<file path="config.mk">
export PLATFORM = sky130hd
export DESIGN_NAME = wdtta_top
export DESIGN_NICKNAME = d
export VERILOG_FILES = /design/src/shared/wdtta_pkg.sv /design/src/shared/wdtta_osc_if.sv /design/src/rtl/wdtta_osc_counter.sv /design/src/rtl/wdtta_top.sv
export SDC_FILE = /design/constraint.sdc
export NUM_CORES = 1
export LEC_CHECK = 0
export ABC_AREA = 1
export BUFFER_PORTS_ARGS = -buffer_cell sky130_fd_sc_hd__buf_4
export CORE_MARGIN = 8
export CORE_UTILIZATION = 50
export DETAILED_ROUTE_END_ITERATION = 16
export PLACE_DENSITY = 0.72
export SLEW_MARGIN = 20
export SYNTH_ARGS = -nofsm -noshare
export SYNTH_HDL_FRONTEND = slang
export SYNTH_HIERARCHICAL = 1
export SYNTH_SLANG_ARGS = --single-unit
</file>
<file path="constraint.sdc">
create_clock -name clk -period 1.8 [get_ports clk]
set_clock_uncertainty 0.15 [all_clocks]
set_input_delay 0.54 -clock clk [delete_from_list [all_inputs] [get_ports clk]]
set_output_delay 0.54 -clock clk [all_outputs]
set_load 0.005 [all_outputs]
</file>
<file path="src/shared/wdtta_pkg.sv">
package wdtta_pkg;
  // Register port geometry
  localparam int ADDR_W = 4;
  localparam int DATA_W = 8;

  // Register offsets
  localparam logic [ADDR_W-1:0] OFS_CONTROL = 4'h0;
  localparam logic [ADDR_W-1:0] OFS_CAUSE = 4'h1;
  localparam logic [ADDR_W-1:0] OFS_IRQ_STAT = 4'h2;
  localparam logic [ADDR_W-1:0] OFS_IRQ_MASK = 4'h3;

  // watchdog_control fields
  localparam int BIT_UNLOCK = 4;
  localparam int BIT_ENABLE = 3;
  localparam int TSEL_LSB = 0;
  localparam int TSEL_W = 3;
  localparam logic [TSEL_W-1:0] TSEL_RST = 3'h0;

  // reset_cause_status fields
  localparam int BIT_WDT_FLAG = 3;

  // Interrupt status and mask fields
  localparam int IRQ_W = 2;
  localparam int IRQ_TIMEOUT = 0;
  localparam int IRQ_REFUSED = 1;
  localparam logic [IRQ_W-1:0] IRQ_MASK_RST = 2'h0;

  // Timing
  localparam int CLK_PERIOD_NS = 40;
  localparam int OSC_PERIOD_NS = 1000;
  localparam int OSC_DIV = OSC_PERIOD_NS / CLK_PERIOD_NS;
  localparam int DIV_W = 5;
  localparam int UNLOCK_CYCLES = 4;
  localparam int UNLOCK_W = 2;
  localparam logic [UNLOCK_W-1:0] UNLOCK_LAST = UNLOCK_W'(UNLOCK_CYCLES - 1);
  localparam int unsigned TIMEOUT_BASE_DEF = 16384;
  localparam int CNT_W = 22;

  typedef enum logic {
    LOCKED = 1'b0,
    OPEN = 1'b1
  } wdtta_lock_t;
endpackage

</file>
<file path="src/shared/wdtta_osc_if.sv">
interface wdtta_osc_if;
  logic tick;
  logic enable;
  logic [wdtta_pkg::TSEL_W-1:0] tsel;
  logic restart_req;
  logic restart_ack;
  logic expire;

  modport ctl (
    output tick,
    output enable,
    output tsel,
    output restart_req,
    input restart_ack,
    input expire
  );

  modport cnt (
    input tick,
    input enable,
    input tsel,
    input restart_req,
    output restart_ack,
    output expire
  );
endinterface

</file>
<file path="src/rtl/wdtta_osc_counter.sv">
module wdtta_osc_counter #(
  parameter int unsigned TIMEOUT_BASE = wdtta_pkg::TIMEOUT_BASE_DEF
) (
  // Clock and reset
  input wire logic clk,
  input wire logic sys_rst,
  // Control side
  wdtta_osc_if.cnt osc
);
  logic [wdtta_pkg::CNT_W-1:0] cnt_q;
  logic [wdtta_pkg::CNT_W-1:0] limit;
  logic ack_q;
  logic expire_q;

  // Base doubles per select step; the select is only looked at on an oscillator tick
  assign limit = wdtta_pkg::CNT_W'(TIMEOUT_BASE) << osc.tsel;

  always_ff @(posedge clk) begin
    if (sys_rst) begin
      cnt_q <= '0;
    end else if (osc.tick) begin
      if (!osc.enable) begin
        cnt_q <= '0;
      end else if (osc.restart_req) begin
        cnt_q <= '0;
      end else if (cnt_q >= limit - wdtta_pkg::CNT_W'(1)) begin
        // At or past the end, so lowering the select mid-count still expires instead of wrapping
        cnt_q <= '0;
      end else begin
        cnt_q <= cnt_q + wdtta_pkg::CNT_W'(1);
      end
    end
  end

  always_ff @(posedge clk) begin
    if (sys_rst) begin
      ack_q <= 1'b0;
      expire_q <= 1'b0;
    end else begin
      ack_q <= osc.tick && osc.restart_req;
      expire_q <= osc.tick && osc.enable && !osc.restart_req
                  && (cnt_q >= limit - wdtta_pkg::CNT_W'(1));
    end
  end

  assign osc.restart_ack = ack_q;
  assign osc.expire = expire_q;
endmodule

</file>
<file path="src/rtl/wdtta_top.sv">
// Our own choices: the register addresses and the address-and-strobe port.
module wdtta_top #(
  parameter int unsigned TIMEOUT_BASE = wdtta_pkg::TIMEOUT_BASE_DEF
) (
  // Clock and reset
  input wire logic clk,
  input wire logic sys_rst,
  input wire logic por,
  // Strap and core
  input wire logic always_on_fuse,
  input wire logic restart_instruction,
  // Register port
  input wire logic [wdtta_pkg::ADDR_W-1:0] reg_addr,
  input wire logic [wdtta_pkg::DATA_W-1:0] reg_wdata,
  input wire logic reg_wr,
  input wire logic reg_rd,
  output logic [wdtta_pkg::DATA_W-1:0] reg_rdata,
  // Reset request and interrupt
  output logic wdt_reset_pulse,
  output logic irq
);
  wdtta_osc_if osc ();

  wdtta_pkg::wdtta_lock_t lock_q;
  logic [wdtta_pkg::UNLOCK_W-1:0] unlock_cnt_q;
  logic enable_q;
  logic [wdtta_pkg::TSEL_W-1:0] tsel_q;
  logic fuse_meta_q;
  logic fuse_q;
  logic enable_eff;
  logic [wdtta_pkg::DIV_W-1:0] div_q;
  logic tick_q;
  logic restart_pend_q;
  logic wdt_flag_q;
  logic [wdtta_pkg::IRQ_W-1:0] irq_stat_q;
  logic [wdtta_pkg::IRQ_W-1:0] irq_mask_q;
  logic [wdtta_pkg::DATA_W-1:0] rdata_q;
  logic reset_pulse_q;
  logic irq_q;
  logic ctrl_wr;
  logic cause_wr;
  logic mask_wr;
  logic stat_rd;
  logic [wdtta_pkg::TSEL_W-1:0] wr_tsel;
  logic open_req;
  logic refused;
  logic [wdtta_pkg::IRQ_W-1:0] irq_set;

  // Register address decode, shared by read and write paths
  function automatic logic hit(input logic [wdtta_pkg::ADDR_W-1:0] addr,
                               input logic [wdtta_pkg::ADDR_W-1:0] ofs);
    hit = (addr == ofs);
  endfunction

  function automatic logic [wdtta_pkg::DATA_W-1:0] read_mux(
    input logic [wdtta_pkg::ADDR_W-1:0] addr,
    input logic [wdtta_pkg::DATA_W-1:0] ctrl_v,
    input logic [wdtta_pkg::DATA_W-1:0] cause_v,
    input logic [wdtta_pkg::DATA_W-1:0] stat_v,
    input logic [wdtta_pkg::DATA_W-1:0] mask_v);
    if (hit(addr, wdtta_pkg::OFS_CONTROL)) begin
      read_mux = ctrl_v;
    end else if (hit(addr, wdtta_pkg::OFS_CAUSE)) begin
      read_mux = cause_v;
    end else if (hit(addr, wdtta_pkg::OFS_IRQ_STAT)) begin
      read_mux = stat_v;
    end else if (hit(addr, wdtta_pkg::OFS_IRQ_MASK)) begin
      read_mux = mask_v;
    end else begin
      read_mux = 8'h00;
    end
  endfunction

  assign ctrl_wr = reg_wr && hit(reg_addr, wdtta_pkg::OFS_CONTROL);
  assign cause_wr = reg_wr && hit(reg_addr, wdtta_pkg::OFS_CAUSE);
  assign mask_wr = reg_wr && hit(reg_addr, wdtta_pkg::OFS_IRQ_MASK);
  assign stat_rd = reg_rd && hit(reg_addr, wdtta_pkg::OFS_IRQ_STAT);
  assign wr_tsel = reg_wdata[wdtta_pkg::TSEL_LSB +: wdtta_pkg::TSEL_W];
  assign open_req = reg_wdata[wdtta_pkg::BIT_UNLOCK] && reg_wdata[wdtta_pkg::BIT_ENABLE];

  // Fuse is a strap: caught while reset is held so it cannot change under a running count
  // The fuse pin is outside the clock domain, so it passes two flops first
  always_ff @(posedge clk) begin
    fuse_meta_q <= always_on_fuse;
  end

  always_ff @(posedge clk) begin
    if (sys_rst) begin
      fuse_q <= fuse_meta_q;
    end
  end

  assign enable_eff = fuse_q || enable_q;

  // Unlock window and protected control fields
  always_ff @(posedge clk) begin
    if (sys_rst) begin
      lock_q <= wdtta_pkg::LOCKED;
      unlock_cnt_q <= '0;
      enable_q <= 1'b0;
      tsel_q <= wdtta_pkg::TSEL_RST;
    end else if (ctrl_wr && open_req) begin
      // Opening write also enables; its select bits are ignored
      lock_q <= wdtta_pkg::OPEN;
      unlock_cnt_q <= wdtta_pkg::UNLOCK_LAST;
      enable_q <= 1'b1;
    end else if (ctrl_wr && lock_q == wdtta_pkg::OPEN) begin
      // Write inside the window wins over the hardware close in the same cycle
      lock_q <= wdtta_pkg::LOCKED;
      enable_q <= reg_wdata[wdtta_pkg::BIT_ENABLE];
      tsel_q <= wr_tsel;
    end else begin
      if (ctrl_wr && reg_wdata[wdtta_pkg::BIT_ENABLE]) begin
        enable_q <= 1'b1;
      end
      if (lock_q == wdtta_pkg::OPEN) begin
        if (unlock_cnt_q == '0) begin
          lock_q <= wdtta_pkg::LOCKED;
        end else begin
          unlock_cnt_q <= unlock_cnt_q - wdtta_pkg::UNLOCK_W'(1);
        end
      end
    end
  end

  // A write outside the window that tries to drop enable or move the select
  assign refused = ctrl_wr && !open_req && lock_q == wdtta_pkg::LOCKED
                   && ((enable_eff && !reg_wdata[wdtta_pkg::BIT_ENABLE])
                       || (wr_tsel != tsel_q));

  // Oscillator tick: a divider stands in for the separate oscillator
  always_ff @(posedge clk) begin
    if (sys_rst) begin
      div_q <= '0;
      tick_q <= 1'b0;
    end else begin
      if (div_q == wdtta_pkg::DIV_W'(wdtta_pkg::OSC_DIV - 1)) begin
        div_q <= '0;
        tick_q <= 1'b1;
      end else begin
        div_q <= div_q + wdtta_pkg::DIV_W'(1);
        tick_q <= 1'b0;
      end
    end
  end

  // Restart is held until the counter side takes it on a tick, so none is lost
  always_ff @(posedge clk) begin
    if (sys_rst) begin
      restart_pend_q <= 1'b0;
    end else if (restart_instruction) begin
      restart_pend_q <= 1'b1;
    end else if (osc.restart_ack) begin
      restart_pend_q <= 1'b0;
    end
  end

  assign osc.tick = tick_q;
  assign osc.enable = enable_eff;
  assign osc.tsel = tsel_q;
  assign osc.restart_req = restart_pend_q;

  wdtta_osc_counter #(
    .TIMEOUT_BASE(TIMEOUT_BASE)
  ) u_counter (
    .clk(clk),
    .sys_rst(sys_rst),
    .osc(osc)
  );

  // One-cycle chip reset request on expiry
  always_ff @(posedge clk) begin
    if (sys_rst) begin
      reset_pulse_q <= 1'b0;
    end else begin
      reset_pulse_q <= osc.expire;
    end
  end

  // Cause flag survives the chip reset it caused; only power-on clears it by itself
  always_ff @(posedge clk) begin
    if (por) begin
      wdt_flag_q <= 1'b0;
    end else if (osc.expire) begin
      wdt_flag_q <= 1'b1;
    end else if (cause_wr && !reg_wdata[wdtta_pkg::BIT_WDT_FLAG]) begin
      wdt_flag_q <= 1'b0;
    end
  end

  // Interrupt status: sticky, cleared by a read, a new event wins over that read
  always_comb begin
    irq_set = '0;
    irq_set[wdtta_pkg::IRQ_TIMEOUT] = osc.expire;
    irq_set[wdtta_pkg::IRQ_REFUSED] = refused;
  end

  always_ff @(posedge clk) begin
    if (sys_rst) begin
      irq_stat_q <= '0;
    end else if (stat_rd) begin
      irq_stat_q <= irq_set;
    end else begin
      irq_stat_q <= irq_stat_q | irq_set;
    end
  end

  always_ff @(posedge clk) begin
    if (sys_rst) begin
      irq_mask_q <= wdtta_pkg::IRQ_MASK_RST;
    end else if (mask_wr) begin
      irq_mask_q <= reg_wdata[wdtta_pkg::IRQ_W-1:0];
    end
  end

  always_ff @(posedge clk) begin
    if (sys_rst) begin
      irq_q <= 1'b0;
    end else begin
      irq_q <= |(irq_stat_q & irq_mask_q);
    end
  end

  // Read data stand in the cycle after the strobe only
  always_ff @(posedge clk) begin
    if (sys_rst) begin
      rdata_q <= 8'h00;
    end else if (reg_rd) begin
      rdata_q <= read_mux(reg_addr,
        {3'h0, lock_q == wdtta_pkg::OPEN, enable_eff, tsel_q},
        {4'h0, wdt_flag_q, 3'h0},
        {6'h00, irq_stat_q},
        {6'h00, irq_mask_q});
    end else begin
      rdata_q <= 8'h00;
    end
  end

  assign reg_rdata = rdata_q;
  assign wdt_reset_pulse = reset_pulse_q;
  assign irq = irq_q;
endmodule

</file>
==> run metrics <==
area leader, netlist dfxtp_1; Die Ht 93.53 µm; Pwr Density 552.3 nW/µm²; first-pass GRT wire length 12,270 µm; total CTS buffers 5; number of synthesized flops with an enable pin 1; Setup crit end u_counter/cnt_q[17]; YS warnings 6; vias in the first global route 2,709; P&R area growth vs syn 20.36%; clock slew seen by the registers of the worst setup and hold paths roughly 100 ps; Peak Freq a little over 500 MHz; Post-synth ARST share 0%; Synth cell types 34; Routed Antenna Nets 0; max incr delay on CP 420 ps; R2R Path End u_counter/cnt_q[17]; crit path cell chain o21ai_1, ha_1, nand2_2, nor2_4, nand2_2, nor2_4, nand2_4, inv_4, nor2_4, nand3_1, a21oi_1; Clock Tree Root clkbuf_8; status finished, violations left; area of placed instances approximately 3300 µm²; largest net degree at the start of global routing 27; Cells after Synth 453; die width 93.53 µm; Initial Util about half; htree depth 2; critical path class reg -> reg; Final WS setup -128.1 ps; initial antenna violation count 0; final period utilization 107.1%; Crit. Startpoint osc.tsel[2]; CP Max Fanout 8; minimum clock period 1928 ps; drt wl/cell ~12 µm; count leader, synth nand2_1; CTS tree built; crit start category flip-flop; DR vias 2,838; Die ar. 8748 µm²; mapped cell area about 3000 µm²; Total Wirelength 7070 µm; WP data arrival 2020 ps; Worst Path Required 1900 ps; # DRC 0; fin nets 525; Port-buffer cells 22; Post-Layout Cell Count 570; Final Instance Area about 3600 µm²; top cells by area, synth dfxtp_1 34%, nand2_1 14%, nor2_1 12%, inv_1 6.9%, nand3_1 5.2%; total track usage 17.22%; relative slew slack 65.63%; share of layout cells above drive strength 1 21.01%; unrepaired setup endpoints after global routing yes; Crit path depth 11; Final Hold Slack 182.8 ps; CP top delay family simple AND/OR/NAND/NOR gates; maximum clock path buffer count 2; placed cells 560; Yosys top cell area share 33.97%; Top FF cell, synth dfxtp_1; failing checks negative setup slack; Final Hold Viols 0; most used cell, CP nor2_4; R2R Setup Slk -130 ps; post-DP HPWL 5109 µm; Pre-antenna DRT Iters 4; register bit count reported by yosys 52; sequential-to-total area share from yosys stat 34.97%; # rows 28; Max Cap Violations 0; peak supply drop 0.5620 mV; worst min-delay path class in -> reg; initial DRC count 236; DR vias/cell 4.979; Core Region 5851 µm²; crit path buf inv count 1; # IOs 29; number of diodes 0; Pleak about 0.0015 µW; Post-Place Setup Slack -365.1 ps; CP endpoint kind flip-flop; Slew @ Worst Pin a little over 500 ps; Congestion Overflow GR 0; Clk Latency, worst-skew pair roughly 310 ps; cts hold-fix bufs 0; Mapped Avg Cell Area between 6 and 7 µm²; top post-synthesis cells by count 111 x nand2_1, 93 x nor2_1, 55 x inv_1; Worst R2R Start osc.tsel[2]; slowest CP cell dfxtp_4; Final Max Tran Viols 0; RD Place Congestion between 0.9 and 1; Setup Viol. Count Final 22; Hold Crit Depth 1; CTS Sinks 52; Worst Reg-to-Reg Cells 11; post-layout total power 1998 µW
-- timing repair --
item                       4_1_cts  5_1_grt
resized for setup               34        4
buffers inserted                 0        0
setup endpoints to repair       23       23
pin swaps                       12        2
cloned                           2        0
-- layer usage --
metal	up-vias	GRT usage (%)	part of all wire (%)
met5	-	0	0
met4	0	5.152	1.1
met3	9	2.804	5.3
met2	69	28.97	48
met1	1278	22.00	46
li1	1482	-	-
-- worst min path at each step --
stage | from | to | slack, ps
CTS | always_on_fuse | fuse_meta_q | 170
global route | always_on_fuse | fuse_meta_q | 160
detailed placement | fuse_meta_q | fuse_q | 240
floorplan | fuse_meta_q | fuse_q | 240
finish | always_on_fuse | fuse_meta_q | 180
global placement | fuse_meta_q | fuse_q | 240
-- cells by family after synthesis --
group	Yosys count	share of synthesized area, %
AO/OA/AOI/OAI	40	7.244
XOR/XNOR	12	3.497
adder cells (fa/ha/maj)	12	4.996
buffers and inverters	69	9.825
flip-flops	52	34.97
other	2	0.2499
AND/OR/NAND/NOR	266	39.22
-- layout make-up --
class | instances | area, µm²
Fill cell | 534 | 2233
Multi-Input combinational cell | 336 | 1832
Sequential cell | 52 | 1062
Timing Repair Buffer | 41 | 311.5
Inverter | 58 | 221.5
Tap cell | 75 | 93.84
Clock buffer | 6 | 82.58
Clock inverter | 2 | 13.76
-- flip-flops by register name, indices dropped and copies added (netlist names), 2 cells and up --
name             flops
div_q                5
unlock_cnt_q         2
u_counter/cnt_q     22
irq_mask_q           2
osc.tsel             3
irq_stat_q           2
reg_rdata            5
-- per-stage QoR --
step	setup TNS [ps]	utilization [%]
2_1_floorplan	0	-
3_3_place_gp	-5287	57.12
3_5_place_dp	-6873	57.12
4_1_cts	-1393	61.59
5_1_grt	-4689	61.83
6_report	-1800	61.83
-- placed cells by master (no fill, tap or decap), types with 4 or more instances in the layout --
cell / instances
a21oi_1: 24
buf_4: 40
clkbuf_8: 6
conb_1: 4
dfxtp_1: 48
ha_1: 9
inv_1: 53
nand2_1: 104
nand2_2: 13
nand3_1: 29
nand3_4: 4
nor2_1: 90
nor2_2: 7
nor2_4: 9
o21ai_0: 4
xor2_1: 9
-- power by group --
| part | total [µW] | internal (µW) | switching [µW] | leakage, µW |
|---|---|---|---|---|
| Sequential | 1170 | 1160 | 7.58 | 0.000424 |
| Combinational | 119 | 47.5 | 71.6 | 0.00102 |
| Clock | 710 | 315 | 395 | 0.0000516 |
| Total | 2000 | 1520 | 474 | 0.00150 |
Note: power is estimated with default switching activity, not from simulation.
